<file path="config.mk">
export PLATFORM = sky130hd
export DESIGN_NAME = adcsc_control
export DESIGN_NICKNAME = d
export VERILOG_FILES = /design/src/rtl/adcsc_pkg.sv /design/src/rtl/adcsc_core_if.sv /design/src/rtl/adcsc_clk_div.sv /design/src/rtl/adcsc_result_fmt.sv /design/src/rtl/adcsc_control.sv
export SDC_FILE = /design/constraint.sdc
export NUM_CORES = 1
export LEC_CHECK = 0
export BUFFER_PORTS_ARGS = -buffer_cell sky130_fd_sc_hd__clkbuf_2
export CAP_MARGIN = 20
export CORE_AREA = 2 2 81 83
export DETAILED_ROUTE_END_ITERATION = 6
export DIE_AREA = 0 0 83 85
export GPL_TIMING_DRIVEN = 0
export PLACE_DENSITY = 0.88
export SLEW_MARGIN = 20
export SYNTH_ARGS = -nofsm -noshare
export SYNTH_HDL_FRONTEND = slang
export SYNTH_HIERARCHICAL = 1
export SYNTH_SLANG_ARGS = --single-unit
</file>
<file path="constraint.sdc">
create_clock -name clock -period 2.4 [get_ports clock]
set_clock_uncertainty 0.2 [all_clocks]
set_input_delay 0.48 -clock clock [delete_from_list [all_inputs] [get_ports clock]]
set_output_delay 0.48 -clock clock [all_outputs]
set_load 0.03 [all_outputs]
</file>
<file path="src/rtl/adcsc_pkg.sv">
package adcsc_pkg;
   // bus and data widths
   localparam int DATA_W = 8; // register width
   localparam int ADDR_W = 4; // register address width
   localparam int RES_W = 12; // converter result width
   localparam int SEL_W = 3; // source and divider select width
   localparam int CH_W = 4; // external channel select width
   localparam int REF_W = 2; // reference select width
   localparam int ROUTE_W = 5; // one-hot analog route width
   localparam int CNT_W = 4; // converter clock counter within a phase
   localparam int DIV_W = 7; // divider counter, up to divide by 128

   // register offsets
   localparam logic [ADDR_W-1:0] OFF_CTRL = 4'h0; // converter_control_main
   localparam logic [ADDR_W-1:0] OFF_CFG = 4'h1; // analog_select_config
   localparam logic [ADDR_W-1:0] OFF_RES_HI = 4'h2; // result_high_byte
   localparam logic [ADDR_W-1:0] OFF_RES_LO = 4'h3; // result_low_byte
   localparam logic [ADDR_W-1:0] OFF_IRQ_STAT = 4'h4; // interrupt status
   localparam logic [ADDR_W-1:0] OFF_IRQ_MASK = 4'h5; // interrupt mask

   // field positions in converter_control_main
   localparam int CTRL_START = 7; // start control bit
   localparam int CTRL_BUSY = 6; // conversion_busy_flag, read only
   localparam int CTRL_PWR = 5; // converter_power_enable
   localparam int CTRL_ALIGN = 4; // result_align_sel
   localparam int CTRL_CH_LSB = 0; // ext_channel_sel

   // field positions in analog_select_config
   localparam int CFG_SRC_LSB = 5; // analog_source_sel
   localparam int CFG_REF_LSB = 3; // ref_voltage_sel
   localparam int CFG_DIV_LSB = 0; // conv_clock_div_sel

   // interrupt status and mask layout
   localparam int IRQ_DONE_BIT = 0; // conversion complete

   // analog source codes, others route the external channel
   localparam logic [SEL_W-1:0] SRC_BANDGAP = 3'h1;
   localparam logic [SEL_W-1:0] SRC_AMP0 = 3'h2;
   localparam logic [SEL_W-1:0] SRC_AMP1 = 3'h3;
   localparam logic [SEL_W-1:0] SRC_LINE = 3'h4;
   localparam logic [REF_W-1:0] REF_SUPPLY = 2'h1; // only code using supply

   // one-hot analog routes
   localparam logic [ROUTE_W-1:0] ROUTE_EXT = 5'h01;
   localparam logic [ROUTE_W-1:0] ROUTE_BANDGAP = 5'h02;
   localparam logic [ROUTE_W-1:0] ROUTE_AMP0 = 5'h04;
   localparam logic [ROUTE_W-1:0] ROUTE_AMP1 = 5'h08;
   localparam logic [ROUTE_W-1:0] ROUTE_LINE = 5'h10;

   // converter clocks per phase
   localparam logic [CNT_W-1:0] SAMPLE_CLOCKS = 4'h4;
   localparam logic [CNT_W-1:0] CONVERT_CLOCKS = 4'hc;

   // conversion phases
   typedef enum logic [2:0] {
      ST_IDLE = 3'b001,
      ST_SAMPLE = 3'b010,
      ST_CONVERT = 3'b100
   } adcsc_phase_t;
endpackage

</file>
<file path="src/rtl/adcsc_core_if.sv">
`timescale 1ns/1ps
`default_nettype none
// links the sequencer with its clock divider and result formatter
interface adcsc_core_if;
   import adcsc_pkg::*;
   logic [SEL_W-1:0] div_sel; // divide by two to this power
   logic div_run; // divider counts while high
   logic div_tick; // one pulse per converter clock
   logic [RES_W-1:0] fmt_raw; // raw result from the core
   logic fmt_align; // result_align_sel
   logic [DATA_W-1:0] fmt_high; // formatted high byte
   logic [DATA_W-1:0] fmt_low; // formatted low byte

   // sequencer side
   modport ctrl (output div_sel, output div_run, input div_tick,
      output fmt_raw, output fmt_align, input fmt_high, input fmt_low);
   // divider side
   modport div (input div_sel, input div_run, output div_tick);
   // formatter side
   modport fmt (input fmt_raw, input fmt_align, output fmt_high, output fmt_low);
endinterface
`default_nettype wire

</file>
<file path="src/rtl/adcsc_clk_div.sv">
`timescale 1ns/1ps
`default_nettype none
module adcsc_clk_div #(
   parameter int CW = adcsc_pkg::DIV_W // counter width
) (
   input wire logic clock, // system clock
   input wire logic rst, // synchronous reset, active high
   adcsc_core_if.div core // select, run and tick
);
   import adcsc_pkg::*;

   // divider state
   typedef struct packed {
      logic [CW-1:0] count; // system clocks in this period
      logic tick; // converter clock pulse
   } adcsc_div_state_t;

   adcsc_div_state_t state; // registered state
   adcsc_div_state_t next_state; // next state
   logic [CW-1:0] limit; // last count of a period

   // last count is two to the select, minus one
   assign limit = CW'((1 << core.div_sel) - 1);
   assign core.div_tick = state.tick;

   // count while running, restart from zero otherwise
   always_comb begin
      next_state = state;
      next_state.tick = 1'b0;
      if (!core.div_run) begin
         next_state.count = '0; // stopped: next run starts a full period
      end else if (state.count >= limit) begin
         next_state.count = '0; // period over
         next_state.tick = 1'b1;
      end else begin
         next_state.count = state.count + 1'b1;
      end
   end

   // register the state
   always_ff @(posedge clock) begin
      if (rst) begin
         state <= '0;
      end else begin
         state <= next_state;
      end
   end
endmodule
`default_nettype wire

</file>
<file path="src/rtl/adcsc_result_fmt.sv">
`timescale 1ns/1ps
`default_nettype none
module adcsc_result_fmt (
   adcsc_core_if.fmt core // raw result in, bytes out
);
   import adcsc_pkg::*;

   // place twelve bits left or right aligned, unused bits zero
   always_comb begin
      if (core.fmt_align) begin
         core.fmt_high = {4'h0, core.fmt_raw[11:8]}; // right aligned
         core.fmt_low = core.fmt_raw[7:0];
      end else begin
         core.fmt_high = core.fmt_raw[11:4]; // left aligned
         core.fmt_low = {core.fmt_raw[3:0], 4'h0};
      end
   end
endmodule
`default_nettype wire

</file>
<file path="src/rtl/adcsc_control.sv">
`timescale 1ns/1ps
`default_nettype none

// overview
// writes land at once, reads answer a cycle later
// a written fall of start begins a conversion
// the divider ticks once per converter clock
// four sample ticks, then twelve convert ticks
// the last tick ends it: results, busy and flag
// clearing power abandons it with no result
// decoded outputs sit in flops like all others
// the tick lets the core step its bit trials
//
// register map, eight bits each
// 0x0 control: start, busy, power, align, channel
// 0x1 config: source, reference, divider
// 0x2 and 0x3 result high and low, read only
// 0x4 interrupt status, write one to clear
// 0x5 interrupt mask
//
// outputs
// source_route is one-hot: ext, bandgap, amp0, amp1, line
// ref_from_pin is always the inverse of ref_from_supply
// sample_phase and convert_phase never overlap
// irq is a level: status and mask, registered
//
// hazards for software
// a start while busy or unpowered is dropped
// a fall with the stored start low does nothing
// the mask gates only the level, not the status
// result bytes survive power down
module adcsc_control (
   input wire logic clock, // system clock, 40 MHz
   input wire logic rst, // synchronous reset, active high
   input wire logic [adcsc_pkg::ADDR_W-1:0] reg_addr, // register address
   input wire logic [adcsc_pkg::DATA_W-1:0] reg_wdata, // write data
   input wire logic reg_write, // write strobe
   input wire logic reg_read, // read strobe
   output logic [adcsc_pkg::DATA_W-1:0] reg_rdata, // read data, next cycle
   input wire logic [adcsc_pkg::RES_W-1:0] conv_data, // result from core
   output logic core_power, // converter power
   output logic [adcsc_pkg::ROUTE_W-1:0] source_route, // one-hot route
   output logic [adcsc_pkg::CH_W-1:0] ext_channel, // external channel
   output logic ref_from_supply, // reference from supply
   output logic ref_from_pin, // reference from pin
   output logic conv_clock_tick, // converter clock pulse
   output logic sample_phase, // sampling in progress
   output logic convert_phase, // converting in progress
   output logic conversion_busy_flag, // busy flag
   output logic irq // interrupt, level
);
   import adcsc_pkg::*;

   // all registered state of the block except the divider's count and tick
   // one packed struct, so one flop process holds it all
   typedef struct packed {
      // software fields
      logic start_bit; // start control bit as last written
      logic power; // converter_power_enable
      logic align; // result_align_sel
      logic [CH_W-1:0] channel; // ext_channel_sel
      logic [SEL_W-1:0] source; // analog_source_sel
      logic [REF_W-1:0] ref_sel; // ref_voltage_sel
      logic [SEL_W-1:0] div_sel; // conv_clock_div_sel

      // sequencer
      adcsc_phase_t phase; // sequencer phase
      logic [CNT_W-1:0] ticks; // converter clocks in this phase
      logic busy; // conversion_busy_flag

      // results and interrupt
      logic [DATA_W-1:0] res_high; // result_high_byte
      logic [DATA_W-1:0] res_low; // result_low_byte
      logic irq_status; // sticky completion flag
      logic irq_mask; // completion flag enable
      logic irq; // interrupt output

      // read data and decoded outputs
      logic [DATA_W-1:0] rdata; // read data
      logic [ROUTE_W-1:0] route; // decoded analog route
      logic ref_supply; // supply reference
      logic ref_pin; // pin reference
      logic sample; // sampling phase output
      logic convert; // conversion phase output
   } adcsc_ctrl_state_t;

   adcsc_ctrl_state_t state; // registered state
   adcsc_ctrl_state_t next_state; // next state

   // this module owns the sequencer side of the link
   adcsc_core_if core (); // divider and formatter link

   // converter clock divider
   // its tick is a pulse, not a clock: one clock domain
   // the width parameter covers divide by 128
   adcsc_clk_div #(
      .CW(DIV_W)
   ) u_div (
      .clock(clock),
      .rst(rst),
      .core(core.div)
   );

   // result byte formatter
   // combinational, captured at completion
   // so the alignment bit counts at completion
   adcsc_result_fmt u_fmt (
      .core(core.fmt)
   );

   // divider runs only during a conversion
   // it stops in the cycle that ends or abandons one,
   // so no tick follows busy, even at divide by one
   // each conversion starts from a full period
   // keep the select steady while busy
   assign core.div_sel = state.div_sel;
   assign core.div_run = state.busy & next_state.busy;
   assign core.fmt_raw = conv_data;
   assign core.fmt_align = state.align;

   // outputs straight from flip-flops
   // the tick leaves the divider's own flop
   // reg_rdata is zero unless a read answer stands
   // the phase flags come from the decode below
   assign reg_rdata = state.rdata;
   assign core_power = state.power;
   assign source_route = state.route;
   assign ext_channel = state.channel;
   assign ref_from_supply = state.ref_supply;
   assign ref_from_pin = state.ref_pin;
   assign conv_clock_tick = core.div_tick;
   assign sample_phase = state.sample;
   assign convert_phase = state.convert;
   assign conversion_busy_flag = state.busy;
   assign irq = state.irq;

   // next state: bus writes, sequencer, interrupt, decode, reads
   // writes land first; the sequencer sees stored start and power
   // decode and phase outputs use the final next state
   // locals start at zero each pass, so no latch forms
   always_comb begin
      logic start_fall; // start bit brought from high to low
      logic irq_clear; // software clears completion flag
      logic done; // conversion finished this cycle
      start_fall = 1'b0;
      irq_clear = 1'b0;
      done = 1'b0;

      next_state = state;
      next_state.rdata = '0; // read data stand one cycle only

      // register writes
      // busy is read only in the control register
      // result bytes and unmapped offsets ignore writes
      // status bits clear on a written one
      // the start bit is stored even while busy
      if (reg_write) begin
         case (reg_addr)
            OFF_CTRL: begin
               // a fall implies an earlier rise, the bit resets low
               start_fall = state.start_bit & ~reg_wdata[CTRL_START];
               next_state.start_bit = reg_wdata[CTRL_START];
               next_state.power = reg_wdata[CTRL_PWR];
               next_state.align = reg_wdata[CTRL_ALIGN];
               next_state.channel = reg_wdata[CTRL_CH_LSB +: CH_W];
            end
            OFF_CFG: begin
               next_state.source = reg_wdata[CFG_SRC_LSB +: SEL_W];
               next_state.ref_sel = reg_wdata[CFG_REF_LSB +: REF_W];
               next_state.div_sel = reg_wdata[CFG_DIV_LSB +: SEL_W];
            end
            OFF_IRQ_STAT: begin
               irq_clear = reg_wdata[IRQ_DONE_BIT]; // write one to clear
            end
            OFF_IRQ_MASK: begin
               next_state.irq_mask = reg_wdata[IRQ_DONE_BIT];
            end
            default: begin
               // result bytes are read only, others unmapped
            end
         endcase
      end

      // conversion sequencer
      // at a divide of n, busy stands sixteen n plus one cycles
      // power loss in an active phase returns to idle
      // and leaves the result bytes and the flag alone
      // walk at divide by one, edge e takes the start fall:
      // e busy and sample rise; e+1 to e+16 carry the ticks
      // e+5 sample falls and convert rises
      // e+17 busy and convert fall, results and flag new
      case (state.phase)
         // idle: wait for a powered start fall
         ST_IDLE: begin
            // start only when powered, a start while busy is ignored
            if (start_fall && state.power) begin
               next_state.phase = ST_SAMPLE;
               next_state.ticks = '0;
               next_state.busy = 1'b1;
            end
         end

         // sampling: four converter clocks
         ST_SAMPLE: begin
            if (!state.power) begin
               // power removed: abandon, results untouched
               next_state.phase = ST_IDLE;
               next_state.busy = 1'b0;
            end else if (core.div_tick) begin
               if (state.ticks == SAMPLE_CLOCKS - 1'b1) begin
                  next_state.phase = ST_CONVERT;
                  next_state.ticks = '0;
               end else begin
                  next_state.ticks = state.ticks + 1'b1;
               end
            end
         end

         // converting: twelve converter clocks
         ST_CONVERT: begin
            if (!state.power) begin
               // power removed: abandon, results untouched
               next_state.phase = ST_IDLE;
               next_state.busy = 1'b0;
            end else if (core.div_tick) begin
               if (state.ticks == CONVERT_CLOCKS - 1'b1) begin
                  // finish: results, busy and flag in one cycle
                  next_state.phase = ST_IDLE;
                  next_state.busy = 1'b0;
                  next_state.res_high = core.fmt_high;
                  next_state.res_low = core.fmt_low;
                  done = 1'b1;
               end else begin
                  next_state.ticks = state.ticks + 1'b1;
               end
            end
         end

         // any other phase code
         default: begin
            // illegal code: back to idle
            next_state.phase = ST_IDLE;
            next_state.busy = 1'b0;
         end
      endcase

      // sticky completion flag, a new event beats the clear
      // a completion and a clear in one cycle leave it set
      // the level follows next status and mask, same edge
      next_state.irq_status = (state.irq_status & ~irq_clear) | done;
      next_state.irq = next_state.irq_status & next_state.irq_mask;

      // analog source decode
      // codes zero and five to seven route the external pin
      // next source is used, so a write shows one edge on
      // internal sources need the channel parked off first
      case (next_state.source)
         SRC_BANDGAP: next_state.route = ROUTE_BANDGAP;
         SRC_AMP0: next_state.route = ROUTE_AMP0;
         SRC_AMP1: next_state.route = ROUTE_AMP1;
         SRC_LINE: next_state.route = ROUTE_LINE;
         default: next_state.route = ROUTE_EXT;
      endcase

      // reference decode, every code but one uses the pin
      // the outputs are exact inverses
      // the pin function itself is set outside this block
      next_state.ref_supply = (next_state.ref_sel == REF_SUPPLY);
      next_state.ref_pin = (next_state.ref_sel != REF_SUPPLY);

      // phase outputs follow the sequencer
      // both low while idle, one high while busy
      next_state.sample = (next_state.phase == ST_SAMPLE);
      next_state.convert = (next_state.phase == ST_CONVERT);

      // register reads, shown in the following cycle
      // data reflect the state before a same-edge write
      // other cycles return zero on the read bus
      if (reg_read) begin
         case (reg_addr)
            OFF_CTRL: begin
               next_state.rdata = {state.start_bit, state.busy, state.power,
                  state.align, state.channel};
            end
            OFF_CFG: begin
               next_state.rdata = {state.source, state.ref_sel, state.div_sel};
            end
            // result bytes from the last completion
            OFF_RES_HI: begin
               next_state.rdata = state.res_high;
            end
            OFF_RES_LO: begin
               next_state.rdata = state.res_low;
            end
            OFF_IRQ_STAT: begin
               next_state.rdata = {7'h00, state.irq_status};
            end
            OFF_IRQ_MASK: begin
               next_state.rdata = {7'h00, state.irq_mask};
            end
            default: begin
               next_state.rdata = '0; // unmapped reads as zero
            end
         endcase
      end
   end

   // register the state
   // reset clears all, then sets the nonzero idle levels:
   // idle phase, external route and pin reference
   // reset only loads constants
   // a request may follow the first edge with rst low
   always_ff @(posedge clock) begin
      if (rst) begin
         state <= '0;
         state.phase <= ST_IDLE;
         state.route <= ROUTE_EXT;
         state.ref_pin <= 1'b1;
      end else begin
         state <= next_state;
      end
   end
endmodule
`default_nettype wire

</file>
==> results of run 1 <==
## through the flow
step	setup WS (ps)	TNS, ps	utilization	power [W]
final	155.8	0	0.6368	0.002395
after CTS	72.34	0	0.6374	0.002397
after floorplan	261.7	0	-	0.001224
after global placement	47.89	0	0.5975	0.001279
after detailed placement	-68.01	-418.5	0.5975	0.001282
after global routing	23.03	0	0.6368	0.002456
## routing by layer
metal  up-vias  GRT usage  routed length (um)
met5         -          0                   0
li1       1274          -                   -
met4         0     0.1386                 261
met2        98     0.3908                3867
met3        26    0.03988                 399
met1      1265     0.2669                3192
## sequential cells by signal, indices dropped and copies added, names as in the netlist
signal	flops
ref_from_pin	1
ext_channel	4
reg_rdata	8
source_route	5
sample_phase	1
state	31
core_power	1
conversion_busy_flag	1
core.fmt_align	1
u_div/core.div_tick	1
irq	1
ref_from_supply	1
convert_phase	1
u_div/state	7
core.div_sel	3
## worst max path at each step
| stage | start | to | slack (ps) | cells past startpoint |
|---|---|---|---|---|
| 2_1_floorplan | state[37] | u_div/state[3] | 260 | 9 |
| 4_1_cts | state[37] | u_div/state[5] | 70 | 9 |
| 6_report | state[38] | state[23] | 160 | 8 |
| 5_1_grt | state[37] | state[21] | 20 | 8 |
| 3_5_place_dp | state[37] | u_div/state[5] | -70 | 9 |
| 3_3_place_gp | state[37] | u_div/state[7] | 50 | 9 |
## power by group
| group | total, W | internal (W) | switching (W) | leakage [nW] |
|---|---|---|---|---|
| clock network | 0.00114 | 0.000688 | 0.000450 | 0.119 |
| logic | 0.000138 | 0.0000578 | 0.0000800 | 1.10 |
| registers | 0.00112 | 0.00112 | 0.00000464 | 0.540 |
| total | 0.00240 | 0.00186 | 0.000534 | 1.76 |
## kinds of logic after synthesis
group	after synthesis
fa+ha+maj	9
compound gates	37
mux	44
buf+inv	37
xor+xnor	8
flops	67
simple gates	128
## layout make-up
class                      count  area (um2)
buffer                        31       227.7
clock buffer                   9       123.9
clock inverter                 7       116.4
fill                         492        2253
inverter                       5       18.77
multi-input combinational    226        1764
sequential                    67        1341
tap                           77       96.34
timing repair buffer          52       262.8
## cell usage in the layout (no fill, tap or decap), types with 2 or more instances in the layout
master and n:
o32ai_1 2, nor2b_1 20, nor3b_1 3, o31ai_4 2, nand2b_1 4, a21oi_1 13
buf_6 4, xnor2_1 2, o311ai_0 2, inv_1 5, and2_1 6, mux4_2 7
mux2i_1 28, nand4_1 3, nand3_1 12, mux2_2 6, xor2_1 6, nand2_1 12
o21a_1 2, nand4b_1 2, or3_1 3, clkbuf_8 9, clkbuf_2 51, clkbuf_1 6
dfxtp_1 67, o21ai_0 3, nor3_1 10, bufinv_16 3, ha_1 9, a21o_1 2
nand3b_1 2, a211oi_1 2, nor3_2 3, buf_4 19, buf_2 2, nor4b_4 2
mux2_4 2, nor2_1 38, clkinv_2 2
## worst max-delay path, stage by stage, from the launching register on
cell and delay, ps:
dfxtp_1 390, ha_1 210, nand2b_2 130, nor4b_4 340
buf_4 200, nand3_4 180, buf_6 230, mux2i_1 170
nor2_1 60
## repair_timing
item / 4_1_cts / 5_1_grt
pin swaps: 1 / 0
setup endpoints to repair: 8 / 8
buffers inserted: 1 / 0
==> flow_summary.json, run 1 <==
{
  "outcome": "complete, no violations",
  "whs_path_depth": 3,
  "crit_fanout": 10,
  "cts_root_buffer": "clkbuf_8",
  "clock_path_buffers": 2,
  "synth_fa_ha_area_frac": 0.03356,
  "final_nets": 429,
  "synth_compound_area_frac": 0.08538,
  "synth.most_common_cell": "dfxtp_1",
  "drtIter0Drc": 187,
  "syn_avg_cell_area_um2": 10.17,
  "grt_usage": 0.2279,
  "critPathLaunchType": "flip-flop",
  "min_from": "reg_wdata[1]",
  "fmax_ghz": 0.4456,
  "crit_arrival_ps": 2270,
  "grt_pass1_wl_mm": 12.69,
  "routabilityCongestion": 0.8400,
  "endpoint_kind": "flip-flop",
  "path_clk_slew_ps": 80,
  "synth_ff_type": "dfxtp_1",
  "finalNonFillerCells": 474,
  "vias": 2663,
  "hold_end": "ext_channel[1]",
  "antenna_left": 0,
  "final_max_slew_viol_count": 0,
  "fin_crit_sh": 0.9351,
  "async_reset_ff_frac": 0,
  "grt_overflow": 0,
  "powerDensity_nw_per_um2": 606.3,
  "synth_xor_area_frac": 0.02088,
  "place_hpwl_mm": 5.649,
  "synth_cells": 330,
  "cts-resized-gates": 0,
  "drive_gt1_frac": 0.3123,
  "rsz0062_at_grt": "false",
  "hold_viol": 0,
  "grt_pass1_vias": 2740,
  "ys_warn_count": 6,
  "wl_per_cell_um": 16.29,
  "yosys_register_bits": 67,
  "initial_utilization": 0.5408,
  "synth_area_um2": 3356,
  "dp.cells": 458,
  "maxSlewHeadroom": 0.4939,
  "rr_worst_depth": 8,
  "hold_buffers": 0,
  "io_buffers": 51,
  "num_io_pins": 53,
  "placement_rows": 29,
  "vdd_ir_drop_max_mv": 0.3725,
  "synth_edf_count": 0,
  "syn_nets": 367,
  "synth_top_family_by_area": "simple AND/OR/NAND/NOR gates",
  "grt_max_degree": 13,
  "drt-total-wl_mm": 7.720,
  "dr.pass1.iters": 4,
  "diodes": 0,
  "path_class": "reg -> reg",
  "reg2reg_to": "state[23]",
  "dieArea_um2": 7055,
  "synth_simple_gate_area_share": 0.2222,
  "cts_tree": "yes",
  "maxCapViolations": 0,
  "core_area_um2": 6205,
  "cts_sinks": 67,
  "leakage_nw": 1.756,
  "hold_slack_ps": 187.4,
  "dpl_cell_area_um2": 3707,
  "clock_latency_ps": 350,
  "ys_seq_area_frac": 0.3997,
  "cts_buffers": 9,
  "ys_types": 55,
  "tightest_slew_ps": 756.0,
  "drcViolationCount": 0,
  "viasPerCell": 5.618,
  "antenna_found_initial": 0,
  "synth.area.mux_share": 0.1637,
  "setup_viol": 0,
  "hold_path.class": "in -> reg",
  "postLayoutCellArea_um2": 3951,
  "synth_common_cells": "dfxtp_1 (67), nor2_1 (38), mux2i_1 (28)",
  "r2r_start": "state[38]",
  "htreeDepth": 3,
  "synthTopCellsByArea": "dfxtp_1 (40%), mux2i_1 (8.4%), mux4_2 (4.7%), nor2_1 (4.3%), buf_4 (4.0%)",
  "die_w_um": 83,
  "rrSetupSlack_ps": 160,
  "fp.dieH_um": 85,
  "worstPathRequired_ps": 2420,
  "yosysTopAreaCell": "dfxtp_1",
  "synth_top_area_frac": 0.3997,
  "areaGrowthSynthToFinish_pct": 17.75,
  "period_needed_ps": 2244
}
(Power assumes the default switching activity.)
==> inputs of run 2 (changes only) <==
CORE_AREA = 2 2 78 80   (was 2 2 81 83)
DIE_AREA = 0 0 80 82   (was 0 0 83 85)
PLACE_DENSITY = 0.93   (was 0.88)
TNS_END_PERCENT = 10   (was default)
clock period = 2.83 ns   (was 2.4 ns; I/O delays follow)
==> flow_summary.json, run 2 (synthesis results as in run 1) <==
{
  "hold_viol": 0,
  "powerDensity_nw_per_um2": 476.5,
  "path_buf_inv": 1,
  "post-cts-setup-buffers": 0,
  "crit_fanout": 8,
  "wl_per_cell_um": 15.62,
  "cts_tree": "yes",
  "crit_family": "simple AND/OR/NAND/NOR gates",
  "core_area_um2": 5746,
  "grt_pass1_vias": 2459,
  "diodes": 0,
  "fillers": 426,
  "grt_max_degree": 12,
  "clock_latency_ps": 350,
  "areaGrowthSynthToFinish_pct": 16.18,
  "antenna_found_initial": 0,
  "place_hpwl_mm": 5.437,
  "placement_rows": 28,
  "die_w_um": 80,
  "outcome": "complete, no violations",
  "leakage_nw": 1.732,
  "htreeDepth": 3,
  "fp.dieH_um": 82,
  "initial_utilization": 0.5841,
  "antenna_left": 0,
  "hold_slack_ps": 272.5,
  "period_needed_ps": 2464,
  "drcViolationCount": 0,
  "cts_sinks": 67,
  "critPathMaxStageDelay_ps": 480,
  "endpoint_kind": "flip-flop",
  "viasPerCell": 5.525,
  "clock_path_buffers": 2,
  "rsz0062_at_grt": "false",
  "final_common_cell": "dfxtp_1",
  "fmax_ghz": 0.4059,
  "drt-total-wl_mm": 7.372,
  "grt_usage": 0.2372,
  "critPathLaunchType": "flip-flop",
  "path_clk_slew_ps": 70,
  "grt_overflow": 0,
  "cts-resized-gates": 0,
  "hold_buffers": 0,
  "dr.pass1.iters": 5,
  "path_class": "reg -> reg",
  "crit_chain": "ha_1 > nand2b_2 > nor4b_4 > a21o_1 > nor2b_1 > nor2b_1 > nand2b_1 > buf_1 > nor3_1",
  "critical_path.slowest_cell": "nor4b_4",
  "dieArea_um2": 6560,
  "crit_top_cell": "nor2b_1",
  "drive_gt1_frac": 0.3073,
  "worstPathRequired_ps": 2860,
  "maxSlewHeadroom": 0.5185,
  "maxCapViolations": 0,
  "largest_reg_flops": 31,
  "final_max_slew_viol_count": 0,
  "grt_pass1_wl_mm": 11.79,
  "layout_common_cells": "dfxtp_1 (67), clkbuf_2 (51), nor2_1 (38), mux2i_1 (28), nor2b_1 (20)",
  "vdd_ir_drop_max_mv": 0.2822,
  "crit_arrival_ps": 2490,
  "drtIter0Drc": 119,
  "cts_root_buffer": "clkbuf_8",
  "num_io_pins": 53,
  "tns_ps": 0,
  "hold_path.class": "in -> reg",
  "tightest_slew_ps": 719.2,
  "cts_buffers": 9,
  "top_register": "state",
  "fin_crit_sh": 0.8706,
  "routabilityCongestion": 0.8494,
  "io_buffers": 51,
  "vias": 2608,
  "final_nets": 429,
  "setup_viol": 0
}
==> run 2: layer usage <==
layer	part of all wire	up-vias	global-route usage
met1	0.43	1230	0.2946
met3	0.045	20	0.03956
met4	0.024	0	0.1271
met2	0.51	82	0.3958
met5	0	-	0
li1	-	1276	-
==> run 2: cell type report <==
type,instances,area [um2],share of cell area
Timing Repair Buffer,51,255.2,0.06547
Buffer,32,231.5,0.05937
Clock inverter,5,52.55,0.01348
Clock buffer,11,141.4,0.03626
Tap cell,75,93.84,0.02407
Sequential cell,67,1341,0.3440
Multi-Input combinational cell,226,1764,0.4525
Inverter,5,18.77,0.004814
==> run 2: path summary, 6_finish.rpt <==
check	depth (start not counted)	slack, ps	from	endpoint
min	3	270	reg_wdata[2]	core.div_sel[2]
max	9	370	state[37]	u_div/state[4]
max reg2reg	9	370	state[37]	u_div/state[4]
min reg2reg	2	300	state[35]	state[35]
==> run 2: power breakdown <==
group | internal (W) | switching [W]
sequential | 0.000947 | 0.00000367
combinational | 0.0000490 | 0.0000673
clock | 0.000426 | 0.000365
==> run 2: metrics by stage <==
stage	setup WS, ps	instance area (um2)	utilization	total power [W]	instances
floorplan	691.7	3356	-	0.001038	330
global placement	404.7	3705	0.6448	0.001084	456
detailed placement	321.8	3705	0.6448	0.001086	456
CTS	393.2	3899	0.6786	0.001861	472
global route	160.0	3899	0.6786	0.001899	472
finish	366.1	3899	0.6786	0.001858	472
==> run 2: worst min-delay path, delay by kind of cell <==
kind / cells / cell delay (ps)
AO/OA/AOI/OAI: 1 / 50
AND/OR/NAND/NOR: 1 / 60
buffers and inverters: 1 / 90
